$ cat src/design/ode_pkg.sv
// Package for the overheat diode emulation state machine.
package ode_pkg;

  // ----------------------------------------------------------------------
  // Timing
  // ----------------------------------------------------------------------
  localparam int unsigned CLK_FREQ_HZ   = 50_000_000;
  localparam int unsigned BLANK_TIME_NS = 200;
  localparam int unsigned CLK_PERIOD_NS = 1_000_000_000 / CLK_FREQ_HZ;
  localparam int unsigned BLANK_CYCLES_INT =
    (BLANK_TIME_NS + CLK_PERIOD_NS - 1) / CLK_PERIOD_NS;
  localparam int unsigned BLANK_CNT_W   = 8;
  localparam logic [BLANK_CNT_W-1:0] BLANK_CYCLES = BLANK_CYCLES_INT[BLANK_CNT_W-1:0];
  localparam logic [BLANK_CNT_W-1:0] BLANK_CNT_RST = 8'h00;

  // ----------------------------------------------------------------------
  // Types
  // ----------------------------------------------------------------------
  typedef enum logic [1:0] {
    ODE_IDLE,
    ODE_BLANK,
    ODE_MONITOR,
    ODE_CONDUCT
  } ode_state_t;

  // Synchroniser stages: bit 0 first, bit 2 last.
  typedef struct packed {
    logic [2:0] gate;
    logic [2:0] neg_drain;
    logic [2:0] first_quad;
    logic [2:0] overheat;
  } ode_sync_t;

  typedef struct packed {
    ode_sync_t             sync;
    logic                  gate_q;
    ode_state_t            state;
    logic [BLANK_CNT_W-1:0] blank_cnt;
    logic                  switch_on;
    logic                  fault;
    logic                  emul_active;
  } ode_regs_t;

endpackage : ode_pkg

$ cat src/design/ode_fsm.sv
// Overheat shutdown ideal-diode emulation state machine.
// How it works
// - A falling edge of the gate command in any shutdown state forces blanking and turns the switch off.
// - Blanking waits a fixed count independent of drain voltage and then moves on.
// - When the blanking count ends the machine enters the monitoring state.
// - The switch is off in the monitoring state, whether arriving from blanking or conducting.
// - A negative drain voltage seen while monitoring moves the machine to conducting.
// - Entering overheat shutdown starts the machine in the monitoring state.
// - In conducting the switch is on and current direction is watched.
// - First-quadrant current while conducting returns to monitoring with the switch off.
// - Without gate activity the machine moves only between monitoring and conducting.
// - There is no limit on how often conduction is re-entered.
// - The fault output is high while overheat shutdown is in effect.
`timescale 1ns/1ns
module ode_fsm
  import ode_pkg::*;
(
  // Clock and reset
  input  wire logic clock_i,
  input  wire logic rstn_i,
  // Controller side
  input  wire logic gate_cmd_i,
  input  wire logic overheat_shutdown_i,
  output logic      switch_on_o,
  output logic      fault_o,
  output logic      emulation_active_o,
  // Sense comparators
  input  wire logic drain_neg_i,
  input  wire logic current_first_quad_i
);

  ode_regs_t r_reg;
  ode_regs_t r_next;

  // ----------------------------------------------------------------------
  // Filtered inputs: gate and overheat change once stages two and three agree; drain and quadrant read low until they agree.
  // ----------------------------------------------------------------------
  logic gate_f;
  logic neg_f;
  logic fq_f;
  logic ot_f;

  always_comb
  begin
    gate_f = r_reg.gate_q;
    neg_f  = 1'b0;
    fq_f   = 1'b0;
    ot_f   = r_reg.fault;
    if (r_reg.sync.gate[1] == r_reg.sync.gate[2])
    begin
      gate_f = r_reg.sync.gate[2];
    end
    if (r_reg.sync.neg_drain[1] == r_reg.sync.neg_drain[2])
    begin
      neg_f = r_reg.sync.neg_drain[2];
    end
    if (r_reg.sync.first_quad[1] == r_reg.sync.first_quad[2])
    begin
      fq_f = r_reg.sync.first_quad[2];
    end
    if (r_reg.sync.overheat[1] == r_reg.sync.overheat[2])
    begin
      ot_f = r_reg.sync.overheat[2];
    end
  end

  // ----------------------------------------------------------------------
  // Next state.
  // ----------------------------------------------------------------------
  always_comb
  begin
    r_next = r_reg;
    r_next.sync.gate       = {r_reg.sync.gate[1:0], gate_cmd_i};
    r_next.sync.neg_drain  = {r_reg.sync.neg_drain[1:0], drain_neg_i};
    r_next.sync.first_quad = {r_reg.sync.first_quad[1:0], current_first_quad_i};
    r_next.sync.overheat   = {r_reg.sync.overheat[1:0], overheat_shutdown_i};
    r_next.gate_q = gate_f;
    r_next.fault  = ot_f;

    if (!ot_f)
    begin
      r_next.state     = ODE_IDLE;
      r_next.blank_cnt = BLANK_CNT_RST;
    end
    else if (r_reg.gate_q && !gate_f)
    begin
      r_next.state     = ODE_BLANK;
      r_next.blank_cnt = BLANK_CNT_RST;
    end
    else
    begin
      unique case (r_reg.state)
        ODE_IDLE:
        begin
          r_next.state = ODE_MONITOR;
        end
        ODE_BLANK:
        begin
          // Drain voltage is ignored here so the machine cannot get stuck.
          if (r_reg.blank_cnt >= BLANK_CYCLES - 8'h01)
          begin
            r_next.state     = ODE_MONITOR;
            r_next.blank_cnt = BLANK_CNT_RST;
          end
          else
          begin
            r_next.blank_cnt = r_reg.blank_cnt + 8'h01;
          end
        end
        ODE_MONITOR:
        begin
          // No count of past conductions is kept, so re-entry is unlimited.
          if (neg_f)
          begin
            r_next.state = ODE_CONDUCT;
          end
        end
        ODE_CONDUCT:
        begin
          if (fq_f)
          begin
            r_next.state = ODE_MONITOR;
          end
        end
      endcase
    end

    // Switch on only while conducting in shutdown; off in blank and monitor.
    r_next.switch_on   = ot_f && (r_next.state == ODE_CONDUCT);
    r_next.emul_active = ot_f;
  end

  // ----------------------------------------------------------------------
  // State register.
  // ----------------------------------------------------------------------
  always_ff @(posedge clock_i)
  begin
    if (!rstn_i)
    begin
      r_reg           <= '0;
      r_reg.state     <= ODE_IDLE;
      r_reg.blank_cnt <= BLANK_CNT_RST;
    end
    else
    begin
      r_reg <= r_next;
    end
  end

  assign switch_on_o        = r_reg.switch_on;
  assign fault_o            = r_reg.fault;
  assign emulation_active_o = r_reg.emul_active;

endmodule : ode_fsm

$ cat config.mk
export PLATFORM = sky130hd
export DESIGN_NAME = ode_fsm
export DESIGN_NICKNAME = d
export VERILOG_FILES = /design/src/design/ode_pkg.sv /design/src/design/ode_fsm.sv
export SDC_FILE = /design/constraint.sdc
export NUM_CORES = 1
export LEC_CHECK = 0
export BUFFER_PORTS_ARGS = -buffer_cell sky130_fd_sc_hd__clkbuf_2
export CAP_MARGIN = 40
export CORE_AREA = 5 5 62 64
export CTS_BUF_LIST = sky130_fd_sc_hd__clkbuf_4 sky130_fd_sc_hd__clkbuf_8
export CTS_CLUSTER_DIAMETER = 200
export CTS_CLUSTER_SIZE = 20
export DETAILED_ROUTE_END_ITERATION = 16
export DIE_AREA = 0 0 67 69
export GPL_ROUTABILITY_DRIVEN = 0
export PLACE_DENSITY = 0.55
export SYNTH_ARGS = -nofsm -noshare
export SYNTH_HDL_FRONTEND = slang
export SYNTH_SLANG_ARGS = --single-unit
$ cat constraint.sdc
create_clock -name clock_i -period 2.25 [get_ports clock_i]
set_input_delay 0.45 -clock clock_i [delete_from_list [all_inputs] [get_ports clock_i]]
set_output_delay 0.45 -clock clock_i [all_outputs]
set_load 0.02 [all_outputs]
* Yosys cells after proc, flatten, opt, wreduce, memory -nomap -nowiden
Index checks and enable logic that the tools add are counted.
** Word-level totals
- Flip-flop bits (word level) :: 25
- Bits in latches :: 0
- Memory bits (writable) :: 0
- ROM bits :: 0
- Bits of input ports :: 6
- Output and inout bits :: 3
- Word-level logic and storage cells :: 38
- Memories :: 0
** Operators by class
- Add/subtract/negate cells :: 1
- Multipliers :: 0
- Div/mod/pow operators :: 0
- Magnitude comparators :: 1
- Equality and inequality tests :: 8
- Shifts and indexed selects :: 0
- Mux-type cells :: 12
- Bitwise gates (word level) :: 2
- Reduce and logical (&&, ||, !) cells :: 5
** Operator list (number)
- two-way mux 10 bit :: 2
- two-way mux 8 bit :: 2
- adder 8 x 1 -> 8 bit (second input constant) :: 1
- >= comparator 8 x 4 -> 1 bit (second input constant) :: 1
- case mux 2 bit (4 select lines) :: 1
- == test 2 bit (second input constant) :: 3
- two-way mux 2 bit :: 3
- == test 1 bit :: 4
- two-way mux 1 bit :: 4
- OR reduction 3 bit :: 1
- == test 2 x 1 -> 1 bit (second input constant) :: 1
- logical AND 1 bit :: 2
- logical NOT 2 bit :: 1
- NOT 1 bit :: 2
- logical NOT 1 bit :: 1

* Longest topological paths before layout
Gate-level depths: netlist (run 1).
- Word-level depth :: 8
- Gate-level depth with buffers :: 5
- Mapped depth without buffers :: 5

* Worst setup path before layout (run 1)
Ideal clock, no wire load.
- Path kind :: flip-flop to flip-flop
- Start point :: register r_reg[3] in the netlist's numbering
- End point :: register r_reg[3] in the netlist's numbering
- Setup time :: 0.119 ns
- Arrival time :: 1.225 ns
- Required time :: 2.131 ns
- Setup slack :: 0.907 ns
- Stages on the path, launching flop included :: 6
- Clock period less this slack :: 1.343 ns
- Path through :: dfxtp_1 inv_1 ha_1 nor3b_2 o211a_4 o221a_1
** Between the ends
- Word-level cells in the longest chain between the ends :: 2
** RTL lines
- start, declared :: line ode_fsm.sv:32 : ode_regs_t r_reg;
- start signal, assigned :: line ode_fsm.sv:146 : r_reg <= r_next;
- adder 8 x 1 -> 8 bit or >= comparator 8 x 4 -> 1 bit (tied branches) :: line ode_fsm.sv:107, ode_fsm.sv:100
- two-way mux 8 bit * :: line ode_fsm.sv:100 : if (r_reg.blank_cnt >= BLANK_CYCLES - 8'h01)
Every way passes the cells marked *; elsewhere a longest branch is shown, timed or not.
A chain may end at the register's enable or synchronous reset.

* Worst setup path in the final report (run 1)
Same ends and word-level chain as after synthesis.

==> impl_metrics.yaml, run 1 <==
outcome:
  status: "complete, no violations"
critical_path:
  critical_path_peak_fanout: 6
  r2r_end: "r_reg[3]"
  worst_path_max_delay_cell: "dfxtp_1"
  arrival_ps: 1670
  cp.required_ps: 2470
  worstSetupStartpointType: "register"
  ff2ff_setup_slack_ps: 800
  r2r_cells: 5
  timing.critical_path.to_type: "register"
  sequence_of_cells_on_the_critical_path: "inv_1 -> ha_1 -> nor3b_2 -> o211a_4 -> o221a_1"
  timing.critical_path.max_delay_family: "compound AO/OA/AOI/OAI gates"
  worstSetupPathType: "register to register"
  crit_path_max_incr_delay_ps: 450
  worstReg2RegStart: "r_reg[3]"
  critPathBufInv: 1
min_path:
  min-delay-path-class: "primary input to register"
  min_delay_path_depth: 2
  min_to: "r_next[18]"
  hold_path.startpoint: "current_first_quad_i"
power:
  power_leakage_uw: 0.0004051
  total_power_uw: 671.9
  vdd.ir_drop.worst_uv: 367.3
  power_density_nw_per_um2: 650.1
route:
  avgViaCountPerCell: 4.377
  drt-total-wl_um: 1359
  via_count_of_the_routed_design: 604
  antenna_nets_post_route: 0
  drcViolationCount: 0
  drt-wirelength-per-cell_um: 9.848
  detail_route.first_pass.iterations: 4
  first_iter_violations: 26
timing:
  grt_setup_unrepaired: "no"
  worst_margin_slew_ps: 338.4
  final-setup-viol-count: 0
  finalCritPeriodShare_pct: 64.61
  fmax_mhz: 687.9
  finClkSkew_ps: 3.788
  timing.slew.headroom_pct: 77.27
  totalNegativeSetupSlack_ps: 0
  final_hold_viol_count: 0
  report.final.slew_viol_count: 0
  final.hold.worst_slack_ps: 337.3
  finalCriticalPeriod_ps: 1454
die:
  fp.dieArea_um2: 4623
  fp.dieW_um: 67
  start_util_pct: 28.38
  top_level_ports: 9
  die_y_um: 69
  design.core.area_um2: 3232
  placement_row_count: 21
finish:
  largest_register_ffs: 15
  area_delta_synth_final_pct: 12.69
  numnets_final: 102
  final_core_util_pct: 31.98
  num_antenna_cells: 0
  drive_gt1_share_pct: 18.48
  mostFrequentLayoutCell: "dfxtp_1"
  final_cell_mix: "dfxtp_1 (25), and2_1 (13), clkbuf_2 (8)"
global_route:
  grt_pass1_vias: 552
  antenna_found_initial: 0
  grt_start_max_net_pins: 17
  grt_resource_usage_total_pct: 6.370
  grt-ovfl-total: 0
  grt_pass1_wl_um: 2290
logic_synthesis:
  yosysWarnings: 0
  syn_std_cell_area_um2: 917.1
  ys_seq_elements: 25
  synthesis.nets: 91
  seq_area_frac_synth_pct: 54.57
  syn_inst: 82
  syn-mean-instance-area_um2: 11.18
  number_of_library_cell_types_mapped_by_synthesis: 32
clocking:
  clock_transition_at_the_registers_of_the_reported_paths_ps: 130
  holdBufCountCts: 0
  clkLatencyLatePin_ps: 310
  cts_repair_resize_count: 0
  h_tree_levels: 1
  cts_tree: "yes"
  cts_root_buffer: "clkbuf_4"
  clockBufferDepth: 2
  cts_setup_buffers: 0
  cts.sinks: 25
  cts_inserted_buffers: 3
placed_design:
  dp_hpwl_um: 1031
  io_buffer_count: 8
run:
  number_of_max_capacitance_violations_reported: 0
-- metrics by stage --
step           instance area, um2  setup slack, ps  std cells
4_1_cts                      1033            783.7        138
2_1_floorplan               917.1            906.8         82
6_report                     1033            796.4        138
3_3_place_gp                 1003            872.3        134
5_1_grt                      1033            734.7        138
3_5_place_dp                 1003            799.8        134
-- synthesized netlist by cell type --
master / count / area [um2]
dfxtp_1: 25 / 500.5
and2_1: 13 / 81.33
and3_1: 5 / 31.28
inv_1: 4 / 15.01
a21oi_1: 3 / 15.01
ha_1: 3 / 37.54
nand2_1: 3 / 11.26
o2111ai_1: 2 / 17.52
a211oi_2: 1 / 12.51
a21boi_0: 1 / 7.510
a22oi_1: 1 / 7.510
a41oi_1: 1 / 8.760
and2b_1: 1 / 7.510
and3_4: 1 / 11.26
buf_4: 1 / 7.510
clkbuf_1: 1 / 3.750
maj3_1: 1 / 10.01
nand2b_1: 1 / 6.260
nand3_1: 1 / 5.000
nor2_1: 1 / 3.750
nor2b_1: 1 / 6.260
nor3b_1: 1 / 7.510
nor3b_2: 1 / 12.51
nor4_1: 1 / 6.260
nor4_4: 1 / 21.27
o211a_4: 1 / 17.52
o21a_1: 1 / 7.510
o21ai_0: 1 / 5.000
o21ai_1: 1 / 5.000
o221a_1: 1 / 11.26
o31ai_1: 1 / 7.510
or3b_1: 1 / 8.760
-- final cells by class --
class                           count  area (um2)
Sequential cell                    25       500.5
Fill cell                         342        2198
Multi-Input combinational cell     51       390.4
Clock buffer                        4       30.03
Timing Repair Buffer                8       40.04
Inverter                            4       15.01
Tap cell                           46       57.56
-- layer usage --
metal | vias up | global-route usage, % | part of all wire (%)
li1 | 306 | - | -
met1 | 284 | 6.468 | 42
met2 | 12 | 10.48 | 51
met3 | 2 | 3.571 | 5.8
met4 | 0 | 2.703 | 1.0
met5 | - | 0 | 0
-- worst reg2reg max path: cells and delay by family (launching register included) --
| kind | cells | cell delay (ps) |
|---|---|---|
| flops | 1 | 450 |
| compound gates | 2 | 470 |
| simple gates | 1 | 180 |
| buf+inv | 1 | 70 |
| fa+ha+maj | 1 | 190 |
-- cells by family after synthesis --
group | count (synthesis) | share of synthesized area (%)
buffers and inverters | 6 | 2.864
flip-flops | 25 | 54.57
AND/OR/NAND/NOR | 32 | 24.01
adder cells (fa/ha/maj) | 4 | 5.185
AO/OA/AOI/OAI | 15 | 13.37
-- worst max path at each step --
stage | from | to | slack [ps] | cells after the start
2_1_floorplan | r_reg[3] | r_reg[3] | 910 | 5
3_3_place_gp | r_reg[3] | r_reg[3] | 870 | 5
3_5_place_dp | r_reg[3] | r_reg[3] | 800 | 5
4_1_cts | r_reg[3] | r_reg[3] | 780 | 5
5_1_grt | r_reg[3] | r_reg[3] | 730 | 5
6_report | r_reg[3] | r_reg[3] | 800 | 5
-- report_power, final --
group / switching, uW / internal [uW] / leakage [uW]
clock network: 123 / 81.3 / 0.0000184
logic: 5.68 / 7.77 / 0.000183
registers: 2.57 / 451 / 0.000203
total: 132 / 540 / 0.000405
(Power assumes the default switching activity.)
==> run 2: changes to the inputs <==
- ABC_AREA: unset -> 1
- CORE_AREA: 5 5 62 64 -> 5 5 63 65
- DIE_AREA: 0 0 67 69 -> 0 0 68 70
- PLACE_DENSITY: 0.55 -> 0.57
- clock period: 2.25 -> 1.2 ns (I/O delays scaled with it)
==> impl_metrics.yaml, run 2 <==
logic_synthesis:
  syn-mean-instance-area_um2: 7.904
  syn_inst: 123
  synth_top_cell_area_share_pct: 51.48
  synth-edff-count: 0
  synthesis.nets: 132
  yosysWarnings: 0
  ys_dominant_reg_cell: "dfxtp_1"
  seq_area_frac_synth_pct: 51.48
  asyncSetResetFlopFracSynth_pct: 0
  syn_std_cell_area_um2: 972.2
  synth.top_cells.by_count: "nand2_1 (34), dfxtp_1 (25), inv_1 (23), nor2_1 (15), nand3_1 (5)"
  synth.area.top_cells: "dfxtp_1 (51%), nand2_1 (13%), inv_1 (8.9%)"
  yosysMostFrequentCell: "nand2_1"
  ys_seq_elements: 25
  number_of_library_cell_types_mapped_by_synthesis: 20
  synthDominantAreaCellType: "dfxtp_1"
die:
  placement_row_count: 21
  top_level_ports: 9
  design.core.area_um2: 3284
  start_util_pct: 29.60
  fp.dieArea_um2: 4760
  fp.dieW_um: 68
  die_y_um: 70
clocking:
  h_tree_levels: 1
  clockBufferDepth: 2
  cts.sinks: 25
  cts_tree: "yes"
  cts_inserted_buffers: 3
  cts_root_buffer: "clkbuf_4"
  clock_transition_at_the_registers_of_the_reported_paths_ps: 130
  clkLatencyLatePin_ps: 310
min_path:
  min-delay-path-class: "primary input to register"
  min_delay_path_depth: 3
  min_to: "r_next[21]"
  hold_path.startpoint: "drain_neg_i"
global_route:
  grt_resource_usage_total_pct: 7.118
  grt-ovfl-total: 0
  antenna_found_initial: 0
  grt_start_max_net_pins: 14
  grt_pass1_wl_um: 2725
  grt_pass1_vias: 683
timing:
  fmax_mhz: 877.8
  report.final.slew_viol_count: 0
  final_hold_viol_count: 0
  worst_margin_slew_ps: 199.4
  final-setup-viol-count: 0
  finalCriticalPeriod_ps: 1139
  totalNegativeSetupSlack_ps: 0
  finalCritPeriodShare_pct: 94.93
  finClkSkew_ps: 8.619
  timing.slew.headroom_pct: 86.66
  grt_setup_unrepaired: "yes"
critical_path:
  worstReg2RegStart: "r_reg[3]"
  arrival_ps: 1360
  crit_path_max_incr_delay_ps: 380
  timing.critical_path.max_delay_family: "flip-flops"
  cp.required_ps: 1420
  critical_path_peak_fanout: 4
  r2r_end: "r_reg[3]"
  worstSetupStartpointType: "register"
  sequence_of_cells_on_the_critical_path: "inv_1 -> ha_1 -> nand2_1 -> nand2_2 -> nand2_1 -> nand2_1 -> nand2_1 -> inv_1"
  worst_path_max_delay_cell: "dfxtp_2"
  r2r_cells: 8
  ff2ff_setup_slack_ps: 60
  critPathBufInv: 2
  worstSetupPathType: "register to register"
  crit_top_cell: "nand2_1"
  timing.critical_path.to_type: "register"
power:
  total_power_uw: 1267
  power_density_nw_per_um2: 1138
  power_leakage_uw: 0.0005678
  vdd.ir_drop.worst_uv: 781.2
finish:
  mostFrequentLayoutCell: "nand2_1"
  final_core_util_pct: 33.90
  num_antenna_cells: 0
  largest_register_ffs: 15
  numnets_final: 145
  final_cell_mix: "nand2_1 (33), inv_1 (23), dfxtp_1 (23)"
  nFillCells: 369
  drive_gt1_share_pct: 21.48
  area_delta_synth_final_pct: 14.54
route:
  avgViaCountPerCell: 3.674
  antenna_nets_post_route: 0
  via_count_of_the_routed_design: 665
  drcViolationCount: 0
  first_iter_violations: 30
  drt-wirelength-per-cell_um: 7.635
  drt-total-wl_um: 1382
  detail_route.first_pass.iterations: 4
run:
  number_of_max_capacitance_violations_reported: 0
placed_design:
  dp_hpwl_um: 1050
  io_buffer_count: 8
outcome:
  status: "complete, no violations"
-- run 2: changes by cell type in the layout (fill, tap and decap cells not counted), sizes merged, moves of 6 or more --
cell | previous run | this run
nand3 | 1 | 7
and2 | 13 | 0
nand2 | 3 | 35
and3 | 6 | 0
nor2 | 1 | 18
inv | 4 | 25
-- run 2: logic make-up (layout without fill, tap and decap cells) --
logic type | after synthesis | in the layout | share of synthesized area [%]
and+or+nand+nor | 63 | 63 | 30.76
xor gates and xnor gates | 1 | 1 | 0.9011
adders and majority gates | 3 | 3 | 3.861
AOI/OAI and AO/OA | 3 | 3 | 1.544
DFF | 25 | 25 | 51.48
buffers and inverters | 28 | 40 | 11.45
-- run 2: layout make-up --
| class | instances | area, um2 | area share [%] |
|---|---|---|---|
| multi-input combinational | 70 | 369.1 | 33.15 |
| sequential | 25 | 503.0 | 45.17 |
| timing repair buffer | 10 | 55.05 | 4.944 |
| tap | 46 | 57.56 | 5.169 |
| clock buffer | 4 | 30.03 | 2.697 |
| inverter | 26 | 98.84 | 8.876 |
-- run 2: where the power goes --
part / leakage (uW) / switching (uW) / internal (uW) / total [uW]
combinational: 0.000345 / 20.6 / 16.2 / 36.9
sequential: 0.000204 / 6.06 / 846 / 852
clock: 0.0000184 / 226 / 152 / 378
total: 0.000568 / 252 / 1010 / 1270
-- run 2: metrics by stage --
| stage | cell area [um2] | hold slack (ps) | setup slack (ps) | std cells |
|---|---|---|---|---|
| 2_1_floorplan | 972.2 | 337.6 | 92.23 | 123 |
| 3_3_place_gp | 1072 | 394.1 | 81.18 | 177 |
| 3_5_place_dp | 1072 | 399.4 | 2.713 | 177 |
| 4_1_cts | 1104 | 94.10 | 21.54 | 181 |
| 5_1_grt | 1114 | 95.01 | -65.02 | 181 |
| 6_report | 1114 | 113.2 | 60.84 | 181 |
-- run 2: worst max path at each step --
| stage | startpoint | endpoint | slack (ps) | depth (start not counted) |
|---|---|---|---|---|
| global route | r_reg[4] | r_reg[11] | -70 | 9 |
| detailed placement | r_reg[3] | r_reg[6] | 3 | 8 |
| global placement | r_reg[4] | r_reg[11] | 80 | 9 |
| CTS | r_reg[4] | r_reg[11] | 20 | 9 |
| floorplan | r_reg[4] | r_reg[11] | 90 | 9 |
| finish | r_reg[3] | r_reg[3] | 60 | 8 |
-- run 2: metal layers --
metal	part of all wire, %	routed length [um]	GRT usage (%)	vias up
li1	-	-	-	380
met1	46	639	8.876	276
met2	48	668	11.46	9
met3	5.4	74	3.365	0
met4	0	0	0.6623	0
met5	0	0	0	-
-- run 2: what timing repair did --
item / 4_1_cts / 5_1_grt
resized for setup: 1 / 4
buffers inserted: 0 / 0
setup endpoints to repair: 3 / 7
gates cloned: 0 / 0
hold buffers: 0 / 0
pin swaps: 0 / 2
-- run 2: worst min-delay path, cell delays in order --
cell	delay (ps)
clkbuf_2	70
nand2_1	40
inv_1	40
